File: config.mk
export PLATFORM = sky130hd
export DESIGN_NAME = file_reg_alu_bit_ops
export DESIGN_NICKNAME = d
export VERILOG_FILES = /design/src/verilog/exec_pkg.sv /design/src/verilog/file_alu.sv /design/src/verilog/file_reg_alu_bit_ops.sv
export SDC_FILE = /design/constraint.sdc
export NUM_CORES = 1
export LEC_CHECK = 0
export ABC_AREA = 1
export BUFFER_PORTS_ARGS = -buffer_cell sky130_fd_sc_hd__buf_2
export CORE_ASPECT_RATIO = 0.6
export CORE_MARGIN = 2
export CORE_UTILIZATION = 49
export DETAILED_ROUTE_END_ITERATION = 10
export PLACE_DENSITY = 0.72
export SETUP_SLACK_MARGIN = 0.2
export SYNTH_ARGS = -nofsm -noshare
export SYNTH_HDL_FRONTEND = slang
export SYNTH_HIERARCHICAL = 1
export SYNTH_SLANG_ARGS = --single-unit
File: constraint.sdc
create_clock -name CLK -period 3.5 [get_ports CLK]
set_input_delay 0.35 -clock CLK [delete_from_list [all_inputs] [get_ports CLK]]
set_output_delay 0.35 -clock CLK [all_outputs]
set_load 0.005 [all_outputs]
File: src/verilog/exec_pkg.sv
// Package: constants, types and helpers for the file-register ALU and bit-op executor
// Overview of operation
// - Opcode 00 0111 adds the accumulator to the addressed file register and updates C, DC and Z.
// - For byte file operations the result goes to the accumulator when d is 0, to the file register when d is 1.
// - Opcode 00 0101 ANDs the accumulator with the file register, routes it by d, and updates only Z.
// - Opcodes 01 00bb and 01 01bb clear or set bit b of the file register and leave the flags alone.
// - A bit test that finds the bit clear discards the prefetched word and runs a no-op cycle instead.
// - Opcode 01 10bb is the bit test skip if clear; fetch overlaps execution and no flag changes.
// - A read of an I/O port register takes the synchronised pin levels, not the output latch.
// - A byte or bit write to the timer-zero counter clears the prescaler when it is assigned there.
package exec_pkg;

   // ****************************************
   // Widths
   // ****************************************
   localparam int DATA_W = 8;
   localparam int INSTR_W = 14;
   localparam int FADDR_W = 7;
   localparam int REG_AW = 3;

   // ****************************************
   // Instruction fields
   // ****************************************
   localparam int CLASS_MSB = 13;
   localparam int CLASS_LSB = 12;
   localparam int OPC_MSB = 11;
   localparam int OPC_LSB = 8;
   localparam int DEST_POS = 7;
   localparam int BIDX_MSB = 9;
   localparam int BIDX_LSB = 7;
   localparam logic [1:0] CLASS_BYTE = 2'h0;
   localparam logic [1:0] CLASS_BIT = 2'h1;
   localparam logic [3:0] OPC_ADD = 4'h7;
   localparam logic [3:0] OPC_AND = 4'h5;
   localparam logic [1:0] BOP_CLR = 2'h0;
   localparam logic [1:0] BOP_SET = 2'h1;
   localparam logic [1:0] BOP_TSC = 2'h2;

   // ****************************************
   // File space addresses
   // ****************************************
   localparam logic [6:0] TMR0_ADDR = 7'h01;
   localparam logic [6:0] PORTA_ADDR = 7'h05;
   localparam logic [6:0] PORTB_ADDR = 7'h06;

   // ****************************************
   // Flag positions and software registers
   // ****************************************
   localparam int FLAG_C = 0;
   localparam int FLAG_DC = 1;
   localparam int FLAG_Z = 2;
   localparam logic [2:0] REG_CTRL = 3'h0;
   localparam logic [2:0] REG_ACC = 3'h1;
   localparam logic [2:0] REG_FLAGS = 3'h2;
   localparam logic [2:0] REG_COUNT = 3'h3;
   localparam logic [2:0] REG_SKIPS = 3'h4;
   localparam int CTRL_RUN = 0;
   localparam int CTRL_PSA = 1;
   localparam logic [7:0] CTRL_RST = 8'h01;
   localparam logic [7:0] ACC_RST = 8'h00;
   localparam logic [2:0] FLAGS_RST = 3'h0;

   // ****************************************
   // Types
   // ****************************************
   typedef enum logic [2:0] {
      OP_NONE = 3'h0,
      OP_ADD = 3'h1,
      OP_AND = 3'h2,
      OP_BCLR = 3'h3,
      OP_BSET = 3'h4,
      OP_BTSC = 3'h5
   } op_e;

   typedef enum logic [1:0] {
      ST_IDLE = 2'b00,
      ST_EXEC = 2'b01,
      ST_FLUSH = 2'b11
   } state_e;

   typedef struct packed {
      op_e op;
      logic dest;
      logic [2:0] bidx;
      logic [6:0] faddr;
   } dec_s;

   typedef struct packed {
      logic [7:0] res;
      logic c;
      logic dc;
      logic z;
      logic bit_val;
   } alu_s;

   // ****************************************
   // Helpers
   // ****************************************
   function automatic dec_s decode(input logic [13:0] w);
      dec_s d;
      d.op = OP_NONE;
      d.dest = w[DEST_POS];
      d.bidx = w[BIDX_MSB:BIDX_LSB];
      d.faddr = w[6:0];
      if (w[CLASS_MSB:CLASS_LSB] == CLASS_BYTE) begin
         if (w[OPC_MSB:OPC_LSB] == OPC_ADD)
            d.op = OP_ADD;
         else if (w[OPC_MSB:OPC_LSB] == OPC_AND)
            d.op = OP_AND;
      end else if (w[CLASS_MSB:CLASS_LSB] == CLASS_BIT) begin
         if (w[11:10] == BOP_CLR)
            d.op = OP_BCLR;
         else if (w[11:10] == BOP_SET)
            d.op = OP_BSET;
         else if (w[11:10] == BOP_TSC)
            d.op = OP_BTSC;
      end
      return d;
   endfunction

   function automatic logic [7:0] bit_mask(input logic [2:0] b);
      return 8'(8'h01 << b);
   endfunction

endpackage

File: src/verilog/file_alu.sv
// Combinational ALU for add, AND and single-bit operations on a file operand
`timescale 1ns/1ps
`default_nettype none
module file_alu
   import exec_pkg::*;
(
   // Operation
   input wire op_e op,
   input wire logic [2:0] bidx,
   // Operands
   input wire logic [7:0] acc,
   input wire logic [7:0] opnd,
   // Result
   output var alu_s out
);

   wire logic [8:0] sum;
   wire logic [4:0] low_sum;
   wire logic [7:0] mask;
   wire logic [7:0] res;

   assign sum = {1'b0, acc} + {1'b0, opnd};
   assign low_sum = {1'b0, acc[3:0]} + {1'b0, opnd[3:0]};
   assign mask = bit_mask(bidx);

   // Bit test never writes, so its result is the plain operand
   assign res = (op == OP_ADD) ? sum[7:0] :
                (op == OP_AND) ? (acc & opnd) :
                (op == OP_BCLR) ? (opnd & ~mask) :
                (op == OP_BSET) ? (opnd | mask) :
                opnd;

   assign out.res = res;
   assign out.c = sum[8];
   assign out.dc = low_sum[4];
   assign out.z = (res == 8'h00);
   assign out.bit_val = |(opnd & mask);

endmodule
`default_nettype wire

File: src/verilog/file_reg_alu_bit_ops.sv
// Executor for add, AND, bit clear, bit set and bit-test-skip-if-clear on file registers
`timescale 1ns/1ps
`default_nettype none
module file_reg_alu_bit_ops
   import exec_pkg::*;
(
   // Clock and reset
   input wire logic CLK,
   input wire logic ARST_N,
   // Program fetch
   input wire logic [13:0] FETCH_WORD,
   input wire logic FETCH_VALID,
   output logic RETIRE,
   output logic SKIP_FLUSH,
   // File register space
   output logic [6:0] FILE_ADDR,
   input wire logic [7:0] FILE_RDATA,
   output logic FILE_WE,
   output logic [6:0] FILE_WADDR,
   output logic [7:0] FILE_WDATA,
   // Port pins
   input wire logic [7:0] PORTA_PINS,
   input wire logic [7:0] PORTB_PINS,
   // Timer zero
   output logic PRESCALER_CLR,
   // Accumulator and flags
   output logic [7:0] ACC,
   output logic [2:0] FLAGS,
   // Register port
   input wire logic [2:0] REG_ADDR,
   input wire logic [7:0] REG_WDATA,
   input wire logic REG_WR,
   input wire logic REG_RD,
   output logic [7:0] REG_RDATA
);

   // ****************************************
   // State
   // ****************************************
   state_e state_q, state_d;
   logic [13:0] ir_q;
   logic ir_vld_q;
   logic [7:0] acc_q, acc_d;
   logic [2:0] flags_q, flags_d;
   logic [7:0] ctrl_q;
   logic [7:0] count_q;
   logic [7:0] skips_q;
   logic [6:0] faddr_q;
   logic we_q;
   logic [6:0] waddr_q;
   logic [7:0] wdata_q;
   logic retire_q;
   logic flush_q;
   logic psc_q;
   logic [7:0] rdata_q;
   logic [7:0] pa1_q, pa2_q, pb1_q, pb2_q;

   // ****************************************
   // Decode
   // ****************************************
   dec_s dec;
   alu_s alu;
   wire logic run;
   wire logic exec;
   wire logic op_byte;
   wire logic is_port;
   wire logic [7:0] port_val;
   wire logic fwd_hit;
   wire logic [7:0] opnd;
   wire logic skip_taken;
   wire logic file_wr;
   wire logic acc_wr;
   wire logic sw_ctrl_wr;
   wire logic sw_acc_wr;
   wire logic sw_flag_wr;
   wire logic [7:0] rd_mux;

   assign dec = decode(ir_q);
   assign run = ctrl_q[CTRL_RUN];
   // The flush state is what throws away the prefetched word
   assign exec = (state_q == ST_EXEC) && ir_vld_q;
   assign op_byte = (dec.op == OP_ADD) || (dec.op == OP_AND);
   assign is_port = (dec.faddr == PORTA_ADDR) || (dec.faddr == PORTB_ADDR);
   assign port_val = (dec.faddr == PORTA_ADDR) ? pa2_q : pb2_q;
   // Back-to-back use of a just written register must see the new value
   assign fwd_hit = we_q && (waddr_q == faddr_q);
   assign opnd = is_port ? port_val :
                 fwd_hit ? wdata_q : FILE_RDATA;
   assign skip_taken = exec && (dec.op == OP_BTSC) && !alu.bit_val;
   assign file_wr = exec && ((op_byte && dec.dest) ||
                    (dec.op == OP_BCLR) || (dec.op == OP_BSET));
   assign acc_wr = exec && op_byte && !dec.dest;

   assign sw_ctrl_wr = REG_WR && (REG_ADDR == REG_CTRL);
   assign sw_acc_wr = REG_WR && (REG_ADDR == REG_ACC);
   assign sw_flag_wr = REG_WR && (REG_ADDR == REG_FLAGS);

   file_alu i_file_alu (
      .op(dec.op),
      .bidx(dec.bidx),
      .acc(acc_q),
      .opnd(opnd),
      .out(alu)
   );

   // ****************************************
   // Next values
   // ****************************************
   // Software writes take the cycle over any executing update
   assign acc_d = sw_acc_wr ? REG_WDATA :
                  acc_wr ? alu.res : acc_q;
   assign flags_d[FLAG_C] = sw_flag_wr ? REG_WDATA[FLAG_C] :
                            (exec && dec.op == OP_ADD) ? alu.c :
                            flags_q[FLAG_C];
   assign flags_d[FLAG_DC] = sw_flag_wr ? REG_WDATA[FLAG_DC] :
                             (exec && dec.op == OP_ADD) ? alu.dc :
                             flags_q[FLAG_DC];
   assign flags_d[FLAG_Z] = sw_flag_wr ? REG_WDATA[FLAG_Z] :
                            (exec && op_byte) ? alu.z :
                            flags_q[FLAG_Z];

   assign rd_mux = (REG_ADDR == REG_CTRL) ? ctrl_q :
                   (REG_ADDR == REG_ACC) ? acc_q :
                   (REG_ADDR == REG_FLAGS) ? {5'h00, flags_q} :
                   (REG_ADDR == REG_COUNT) ? count_q :
                   (REG_ADDR == REG_SKIPS) ? skips_q : 8'h00;

   always_comb begin
      state_d = state_q;
      case (state_q)
         ST_IDLE: state_d = ST_EXEC;
         ST_EXEC: state_d = skip_taken ? ST_FLUSH : ST_EXEC;
         ST_FLUSH: state_d = ST_EXEC;
         default: state_d = ST_IDLE;
      endcase
      if (!run) begin
         state_d = ST_IDLE;
      end
   end

   // ****************************************
   // Pin synchronisers
   // ****************************************
   always_ff @(posedge CLK or negedge ARST_N) begin
      if (!ARST_N) begin
         pa1_q <= 8'h00;
         pa2_q <= 8'h00;
         pb1_q <= 8'h00;
         pb2_q <= 8'h00;
      end else begin
         pa1_q <= PORTA_PINS;
         pa2_q <= pa1_q;
         pb1_q <= PORTB_PINS;
         pb2_q <= pb1_q;
      end
   end

   // ****************************************
   // Fetch and sequencing
   // ****************************************
   // Prefetch overlaps execution; the file address is registered with the word
   always_ff @(posedge CLK or negedge ARST_N) begin
      if (!ARST_N) begin
         state_q <= ST_IDLE;
         ir_q <= 14'h0000;
         ir_vld_q <= 1'b0;
         faddr_q <= 7'h00;
      end else begin
         state_q <= state_d;
         ir_q <= FETCH_WORD;
         ir_vld_q <= FETCH_VALID && run;
         faddr_q <= FETCH_WORD[6:0];
      end
   end

   // ****************************************
   // Execution results
   // ****************************************
   always_ff @(posedge CLK or negedge ARST_N) begin
      if (!ARST_N) begin
         acc_q <= ACC_RST;
         flags_q <= FLAGS_RST;
         we_q <= 1'b0;
         waddr_q <= 7'h00;
         wdata_q <= 8'h00;
         retire_q <= 1'b0;
         flush_q <= 1'b0;
         psc_q <= 1'b0;
      end else begin
         acc_q <= acc_d;
         flags_q <= flags_d;
         we_q <= file_wr;
         waddr_q <= dec.faddr;
         wdata_q <= alu.res;
         retire_q <= exec;
         flush_q <= skip_taken;
         psc_q <= file_wr && (dec.faddr == TMR0_ADDR) && ctrl_q[CTRL_PSA];
      end
   end

   // ****************************************
   // Register port
   // ****************************************
   always_ff @(posedge CLK or negedge ARST_N) begin
      if (!ARST_N) begin
         ctrl_q <= CTRL_RST;
         count_q <= 8'h00;
         skips_q <= 8'h00;
         rdata_q <= 8'h00;
      end else begin
         if (sw_ctrl_wr) begin
            ctrl_q <= REG_WDATA;
         end
         count_q <= count_q + {7'h00, exec};
         skips_q <= skips_q + {7'h00, skip_taken};
         rdata_q <= REG_RD ? rd_mux : 8'h00;
      end
   end

   // ****************************************
   // Outputs
   // ****************************************
   assign RETIRE = retire_q;
   assign SKIP_FLUSH = flush_q;
   assign FILE_ADDR = faddr_q;
   assign FILE_WE = we_q;
   assign FILE_WADDR = waddr_q;
   assign FILE_WDATA = wdata_q;
   assign PRESCALER_CLR = psc_q;
   assign ACC = acc_q;
   assign FLAGS = flags_q;
   assign REG_RDATA = rdata_q;
endmodule
`default_nettype wire

==> results.py, run 1 <==
metrics = {
    "floorplanning": {
        "dieArea_um2": 11900,
        "start_util_pct": 50.7,
        "io_pins": 99,
        "core-area_um2": 10700,
        "die_w_um": 140,
        "die_height_um": 85.4,
        "rows": 29,
    },
    "setup_path": {
        "path_class": "flop to flop",
        "crit_required_ns": 3.74,
        "r2r_start": "FILE_ADDR[3]$_DFF_PN0_",
        "r2r_end": "skips_q[6]$_DFF_PN0_",
        "cp.arrival_ns": 3.41,
        "reg2regPathDepth": 20,
        "endpoint_kind": "flop",
        "critPathMaxFanout": 7,
        "r2r_setup_slack_ns": 0.33,
        "critPathLaunchType": "flop",
    },
    "final_layout": {
        "final_core_util_pct": 60.6,
        "nNetsFinal": 802,
        "drive_gt1_share_pct": 24.3,
        "fillers": 912,
        "area_growth_pct": 19.7,
        "fin_area_um2": 6470,
        "antenna-diode-count": 0,
    },
    "grt": {
        "gr-total-overflow": 0,
        "grtUsageTotal_pct": 23.4,
        "grt_pass1_vias": 4399,
        "grt_max_degree": 65,
        "antenna_found_initial": 0,
        "grt_pass1_wl_um": 21900,
    },
    "placement": {
        "io_buffers": 98,
        "place_area_um2": 6030,
        "place_congestion": 0.896,
        "dp_hpwl_um": 10400,
    },
    "synth": {
        "synth_area_um2": 5410,
        "yosys-top-cells-area": "dfrtp_1 51%, nand2_1 11%, inv_1 6.5%",
        "yosysWarnings": 6,
        "synthArstFlopShare_pct": 100,
        "ys_seq_area_share_pct": 51.4,
        "ys.flop_type": "dfrtp_1",
        "ys_ff_latch": 111,
        "yosysTopAreaCell": "dfrtp_1",
        "synth_edf_count": 0,
        "postSynthCellCount": 624,
        "syn_nets": 694,
        "synthDominantCellAreaShare_pct": 50.9,
        "synth_cell_types": 39,
        "avgSynthCellArea_um2": 8.66,
    },
    "detailed_routing": {
        "drtIter0Drc": 474,
        "vias": 4678,
        "drt-total-wl_um": 13700,
        "drt-wirelength-per-cell_um": 15.7,
        "ant_nets": 0,
        "drc": 0,
        "vias_per_cell": 5.34,
        "drtPass1Iterations": 5,
    },
    "timing": {
        "rsz0062_at_grt": "true",
        "setup_viol": 0,
        "clock-skew-final_ns": 0.00516,
        "finalSetupTns_ns": 0,
        "finalCriticalPeriod_ns": 3.17,
        "slew_headroom_pct": 46.4,
        "hold_violations": 0,
        "tightest_slew_ns": 0.803,
        "post-route-period-util_pct": 90.5,
        "finalMaxSlewViolations": 0,
        "fmax_ghz": 0.316,
    },
    "clock_network": {
        "worstSkewPairLatency_ns": 0.35,
        "numCtsBuffers": 9,
        "cts.sinks": 111,
        "cts_root_buffer": "clkbuf_16",
        "cts.path.max_buffers": 2,
        "cts_tree": "built",
        "clkTransAtPathRegs_ns": 0.07,
        "ctsHoldBuffers": 0,
        "htreeDepth": 3,
    },
    "pwr": {
        "p_leak_uw": 0.00351,
        "power_density_nw_per_um2": 486,
        "peakVddDrop_mv": 0.287,
    },
    "run": {
        "max_cap_violations": 0,
    },
    "min_path": {
        "hold_path.class": "input port to asynchronous set/reset pin",
    },
    "run_status": {
        "status": "finished clean",
    },
}
[Yosys cell counts, types with 3 or more instances]
cell type / number
o21ai_2: 6
buf_2: 3
o22ai_1: 3
xnor2_1: 3
nor3_4: 3
inv_1: 93
nor3_1: 3
nand2_1: 158
buf_6: 4
nand4_1: 6
nand2_2: 3
o21ai_1: 3
xor2_1: 13
nand2_4: 3
o211ai_1: 8
nor2_2: 5
buf_4: 7
dfrtp_1: 110
ha_1: 15
inv_2: 4
or2_0: 3
nor2_1: 35
nand3b_1: 10
o21ai_0: 30
a21oi_1: 28
nand3_1: 50
[stage by stage]
step	instances	hold slack, ns	worst slack, ns	power (µW)
after floorplan	624	0.0544	0.623	1820
after global placement	855	0.335	0.219	2040
after detailed placement	855	0.336	0.0870	2060
after CTS	872	0.0947	0.243	3130
after global routing	876	0.0899	0.111	3300
final	876	0.0810	0.334	3150
[placed cells by master, fill, tap and decap left out, types with 3 or more instances in the layout]
cell,count
nand4_1,6
inv_2,7
o21ai_2,6
inv_1,90
nand3b_1,10
nand2_2,5
dfrtp_2,4
nand2_1,156
nand3_1,48
clkbuf_16,9
nor3_4,3
nor2_2,5
ha_1,10
nor2_1,34
nand2_4,3
o21ai_0,29
xnor2_1,3
xor2_1,13
o21ai_1,4
buf_2,97
a21oi_1,28
or2_0,3
o211ai_1,8
o22ai_1,3
nand3_2,3
ha_2,3
dfrtp_1,106
buf_4,11
[flip-flops by register name (all words and copies together) (netlist names), 2 cells and up]
register	cells
pa2_q	8
FILE_WDATA	8
ctrl_q	8
REG_RDATA	8
skips_q	8
pb2_q	8
FILE_ADDR	6
ACC	8
state_q	2
FILE_WADDR	7
pa1_q	8
pb1_q	8
count_q	8
ir_q	8
FLAGS	3
[metal layers]
| metal | GRT usage [%] | vias to the layer above | wire length [µm] |
|---|---|---|---|
| met4 | 6.09 | 0 | 209 |
| met1 | 35.1 | 2225 | 6300 |
| met5 | 0 | - | 0 |
| li1 | - | 2206 | - |
| met3 | 5.64 | 23 | 1330 |
| met2 | 34.5 | 224 | 5900 |
[cell type report]
cell class	count	area (µm²)	share of cell area (%)
clock buffer	9	225	3.48
clock inverter	7	86.3	1.33
inverter	97	364	5.63
timing repair buffer	111	611	9.44
sequential	111	2780	43.0
tap	139	174	2.69
multi-input combinational	402	2220	34.4
[kinds of logic (layout without fill, tap and decap cells)]
kind of cell,count (synthesis),after routing,share of synthesized area (%)
AO/OA/AOI/OAI,85,85,9.17
XOR/XNOR,16,16,2.59
adder cells (fa/ha/maj),16,16,3.84
buffers and inverters,111,224,8.82
flip-flops,111,111,51.4
AND/OR/NAND/NOR,285,285,24.2
[how the worst max path moves through the flow]
stage	startpoint	to	slack (ns)	depth (start not counted)
6_report	FILE_ADDR[3]$_DFF_PN0_	skips_q[6]$_DFF_PN0_	0.33	20
5_1_grt	FILE_ADDR[1]$_DFF_PN0_	skips_q[7]$_DFF_PN0_	0.11	20
2_1_floorplan	FILE_ADDR[4]$_DFF_PN0_	skips_q[7]$_DFF_PN0_	0.62	17
3_5_place_dp	FILE_ADDR[5]$_DFF_PN0_	skips_q[6]$_DFF_PN0_	0.09	17
3_3_place_gp	FILE_ADDR[4]$_DFF_PN0_	FLAGS[2]$_DFFE_PN0P_	0.22	20
4_1_cts	ir_q[6]$_DFF_PN0_	skips_q[7]$_DFF_PN0_	0.24	19
[power breakdown]
group / internal (µW) / switching, µW
combinational: 229 / 338
sequential: 1400 / 107
clock: 572 / 500
total: 2200 / 945
[critical path, stage by stage, from the launching register on]
cell and delay [ns]:
dfrtp_1 0.43, nand2_1 0.11, nand4_1 0.14, nor2_4 0.18, buf_6 0.15, nand3b_1 0.09, nand3_1 0.09, nand2_1 0.07
inv_1 0.07, o22ai_1 0.09, a211oi_2 0.31, o2111ai_2 0.18, nor2_1 0.12, nand2_1 0.09, nor2_2 0.14, ha_2 0.21
ha_2 0.20, nand3_2 0.08, nor2_1 0.09, nand2_1 0.07, xor2_1 0.14
[what timing repair did]
item                                    in CTS  in global routing
endpoints found under the setup margin       6                  7
setup buffers                                1                  4
hold endpoints to repair                     0                  0
resized for setup                            0                 26
pin swaps                                    1                 11
Note: power is estimated with default switching activity, not from simulation.
==> inputs of run 2 (changes only) <==
Settings changed: SYNTH_HIERARCHICAL 1 to default.
==> results.py, run 2 <==
metrics = {
    "clock_network": {
        "cts_tree": "built",
        "worstSkewPairLatency_ns": 0.35,
        "cts.path.max_buffers": 2,
        "clkTransAtPathRegs_ns": 0.07,
        "numCtsBuffers": 9,
        "cts.sinks": 111,
        "htreeDepth": 3,
        "cts_root_buffer": "clkbuf_16",
    },
    "floorplanning": {
        "rows": 29,
        "start_util_pct": 49.7,
        "die_w_um": 137,
        "core-area_um2": 10500,
        "dieArea_um2": 11500,
        "io_pins": 99,
        "die_height_um": 83.7,
    },
    "setup_path": {
        "max_stage_delay_ns": 0.45,
        "path_class": "flop to flop",
        "path_common_cell": "nand2_1",
        "critPathLaunchType": "flop",
        "critPathMaxFanout": 5,
        "reg2regPathDepth": 19,
        "crit_chain": "nor3_4, nand3_2, nor2_4, buf_4, nand3_1, nand2_1, inv_1, ha_4, nand3_1, nand3_2, a21oi_1, o21ai_1, xor2_1, nand2_1, nand2_1, nand2_1, nor2_1, nand3_1, nand2_1",
        "crit_path_start": "ir_q[6]$_DFF_PN0_",
        "crit_required_ns": 3.79,
        "cp_slowest_cell": "dfrtp_2",
        "cp.arrival_ns": 3.30,
        "endpoint_kind": "flop",
        "r2r_start": "ir_q[6]$_DFF_PN0_",
    },
    "grt": {
        "grtUsageTotal_pct": 24.4,
        "met1_usage_pct": 38.9,
        "grt_max_degree": 82,
        "grt_util_met3_pct": 5.95,
        "gr-total-overflow": 0,
        "top_usage_layer": "met1",
        "antenna_found_initial": 0,
        "grt_use_met2_pct": 33.7,
        "grt_pass1_vias": 4073,
        "grt_pass1_wl_um": 21100,
    },
    "run": {
        "max_cap_violations": 0,
    },
    "final_layout": {
        "final_common_cell": "nand2_1",
        "fillers": 908,
        "final_cells": 831,
        "nNetsFinal": 757,
        "area_growth_pct": 19.6,
        "drive_gt1_share_pct": 23.8,
        "layout_common_cells": "155 x nand2_1, 107 x dfrtp_1, 97 x buf_2",
        "antenna-diode-count": 0,
    },
    "timing": {
        "rsz0062_at_grt": "false",
        "fmax_ghz": 0.333,
        "hold_ws_ns": 0.103,
        "setup_viol": 0,
        "tightest_slew_ns": 1.00,
        "timing.final.ws_setup_ns": 0.495,
        "hold_violations": 0,
        "post-route-period-util_pct": 85.9,
        "finalSetupTns_ns": 0,
        "clock-skew-final_ns": 0.00639,
        "slew_headroom_pct": 33.2,
        "finalMaxSlewViolations": 0,
        "finalCriticalPeriod_ns": 3.01,
    },
    "synth": {
        "ys.flop_type": "dfrtp_1",
        "yosysTopAreaCell": "dfrtp_1",
        "ys_ff_latch": 111,
        "yosys-top-cells-area": "dfrtp_1 53%, nand2_1 11%, inv_1 5.9%",
        "synthTopCellsByCount": "155 x nand2_1, 110 x dfrtp_1, 81 x inv_1, 39 x nand3_1, 30 x a21oi_1",
        "syn_nets": 651,
        "synthDominantCellAreaShare_pct": 53.0,
        "yosysMostFrequentCell": "nand2_1",
        "synthArstFlopShare_pct": 100,
        "synth_area_um2": 5190,
        "synth_cell_types": 41,
        "postSynthCellCount": 581,
        "yosysWarnings": 0,
        "ys_seq_area_share_pct": 53.5,
        "synth_edf_count": 0,
        "avgSynthCellArea_um2": 8.94,
    },
    "pwr": {
        "power_density_nw_per_um2": 487,
        "finalPower_uw": 3030,
        "p_leak_uw": 0.00326,
        "peakVddDrop_mv": 0.265,
    },
    "detailed_routing": {
        "vias": 4384,
        "drc": 0,
        "drt-wirelength-per-cell_um": 16.1,
        "vias_per_cell": 5.28,
        "ant_nets": 0,
        "drtIter0Drc": 354,
        "drtPass1Iterations": 5,
        "drt-total-wl_um": 13300,
    },
    "min_path": {
        "hold_depth": 1,
        "hold_path.class": "input port to flop",
        "hp-start": "PORTB_PINS[1]",
    },
    "placement": {
        "dp_hpwl_um": 10300,
        "place_congestion": 0.966,
        "place_ws_ns": 0.340,
        "io_buffers": 98,
        "place_inst": 810,
    },
    "run_status": {
        "status": "finished clean",
    },
}
## run 2: cell count changes in the layout (fill, tap and decap cells not counted), sizes merged, moves of 8 or more
cell    before  now
inv        101   92
nand3       51   42
nand3b      10    0
nor2        41   33
nor3         6   14
o21ai       39   23
## run 2: cell type report
cell class,instances,area [µm²],share of cell area (%)
inverter,92,350,5.64
tap,139,174,2.80
clock inverter,6,68.8,1.11
sequential,111,2780,44.8
timing repair buffer,105,546,8.78
multi-input combinational,368,2050,33.0
clock buffer,10,239,3.85
## run 2: final timing paths
check	slack, ns	to
hold reg to reg	0.35	pa2_q[7]$_DFF_PN0_
min in group asynchronous	0.17	REG_RDATA[3]$_DFF_PN0_
hold / removal	0.10	pb1_q[1]$_DFF_PN0_
max in group asynchronous	2.50	pb2_q[4]$_DFF_PN0_
setup / recovery	0.49	FLAGS[2]$_DFFE_PN0P_
setup reg to reg	0.49	FLAGS[2]$_DFFE_PN0P_
## run 2: where the power goes
part | total, µW | switching, µW | internal (µW)
registers | 1510 | 116 | 1400
clock network | 1040 | 465 | 578
logic | 472 | 278 | 194
## run 2: repair_timing
| item | in CTS | in global routing |
|---|---|---|
| buffers inserted | 0 | 5 |
| hold buffers | 0 | 0 |
| gates resized for setup | 0 | 17 |
| endpoints found under the setup margin | 0 | 6 |
## run 2: layer usage
layer	vias up	part of all wire [%]
li1	2061	-
met1	2121	48
met2	190	42
met3	12	9.6
met4	0	0.70
met5	-	0
## run 2: cells by family after synthesis
| kind of cell | share of synthesized area [%] |
|---|---|
| AO/OA/AOI/OAI | 9.01 |
| XOR/XNOR | 3.04 |
| adder cells (fa/ha/maj) | 4.00 |
| buffers and inverters | 8.09 |
| flip-flops | 53.5 |
| multiplexers | 0.217 |
| AND/OR/NAND/NOR | 22.1 |
## run 2: worst max-delay path: cells and delay by family, from the launching register on
kind            cells  cell delay [ns]
compound gates      2             0.26
xor+xnor            1             0.19
fa+ha+maj           1             0.29
buf+inv             2             0.25
flops               1             0.45
simple gates       13             1.50
## run 2: stage by stage
stage / utilization, % / cell area [µm²]
after floorplan: - / 5190
after detailed placement: 55.5 / 5800
final: 59.4 / 6210
after global placement: 55.5 / 5800
after global routing: 59.4 / 6210
after CTS: 58.5 / 6110
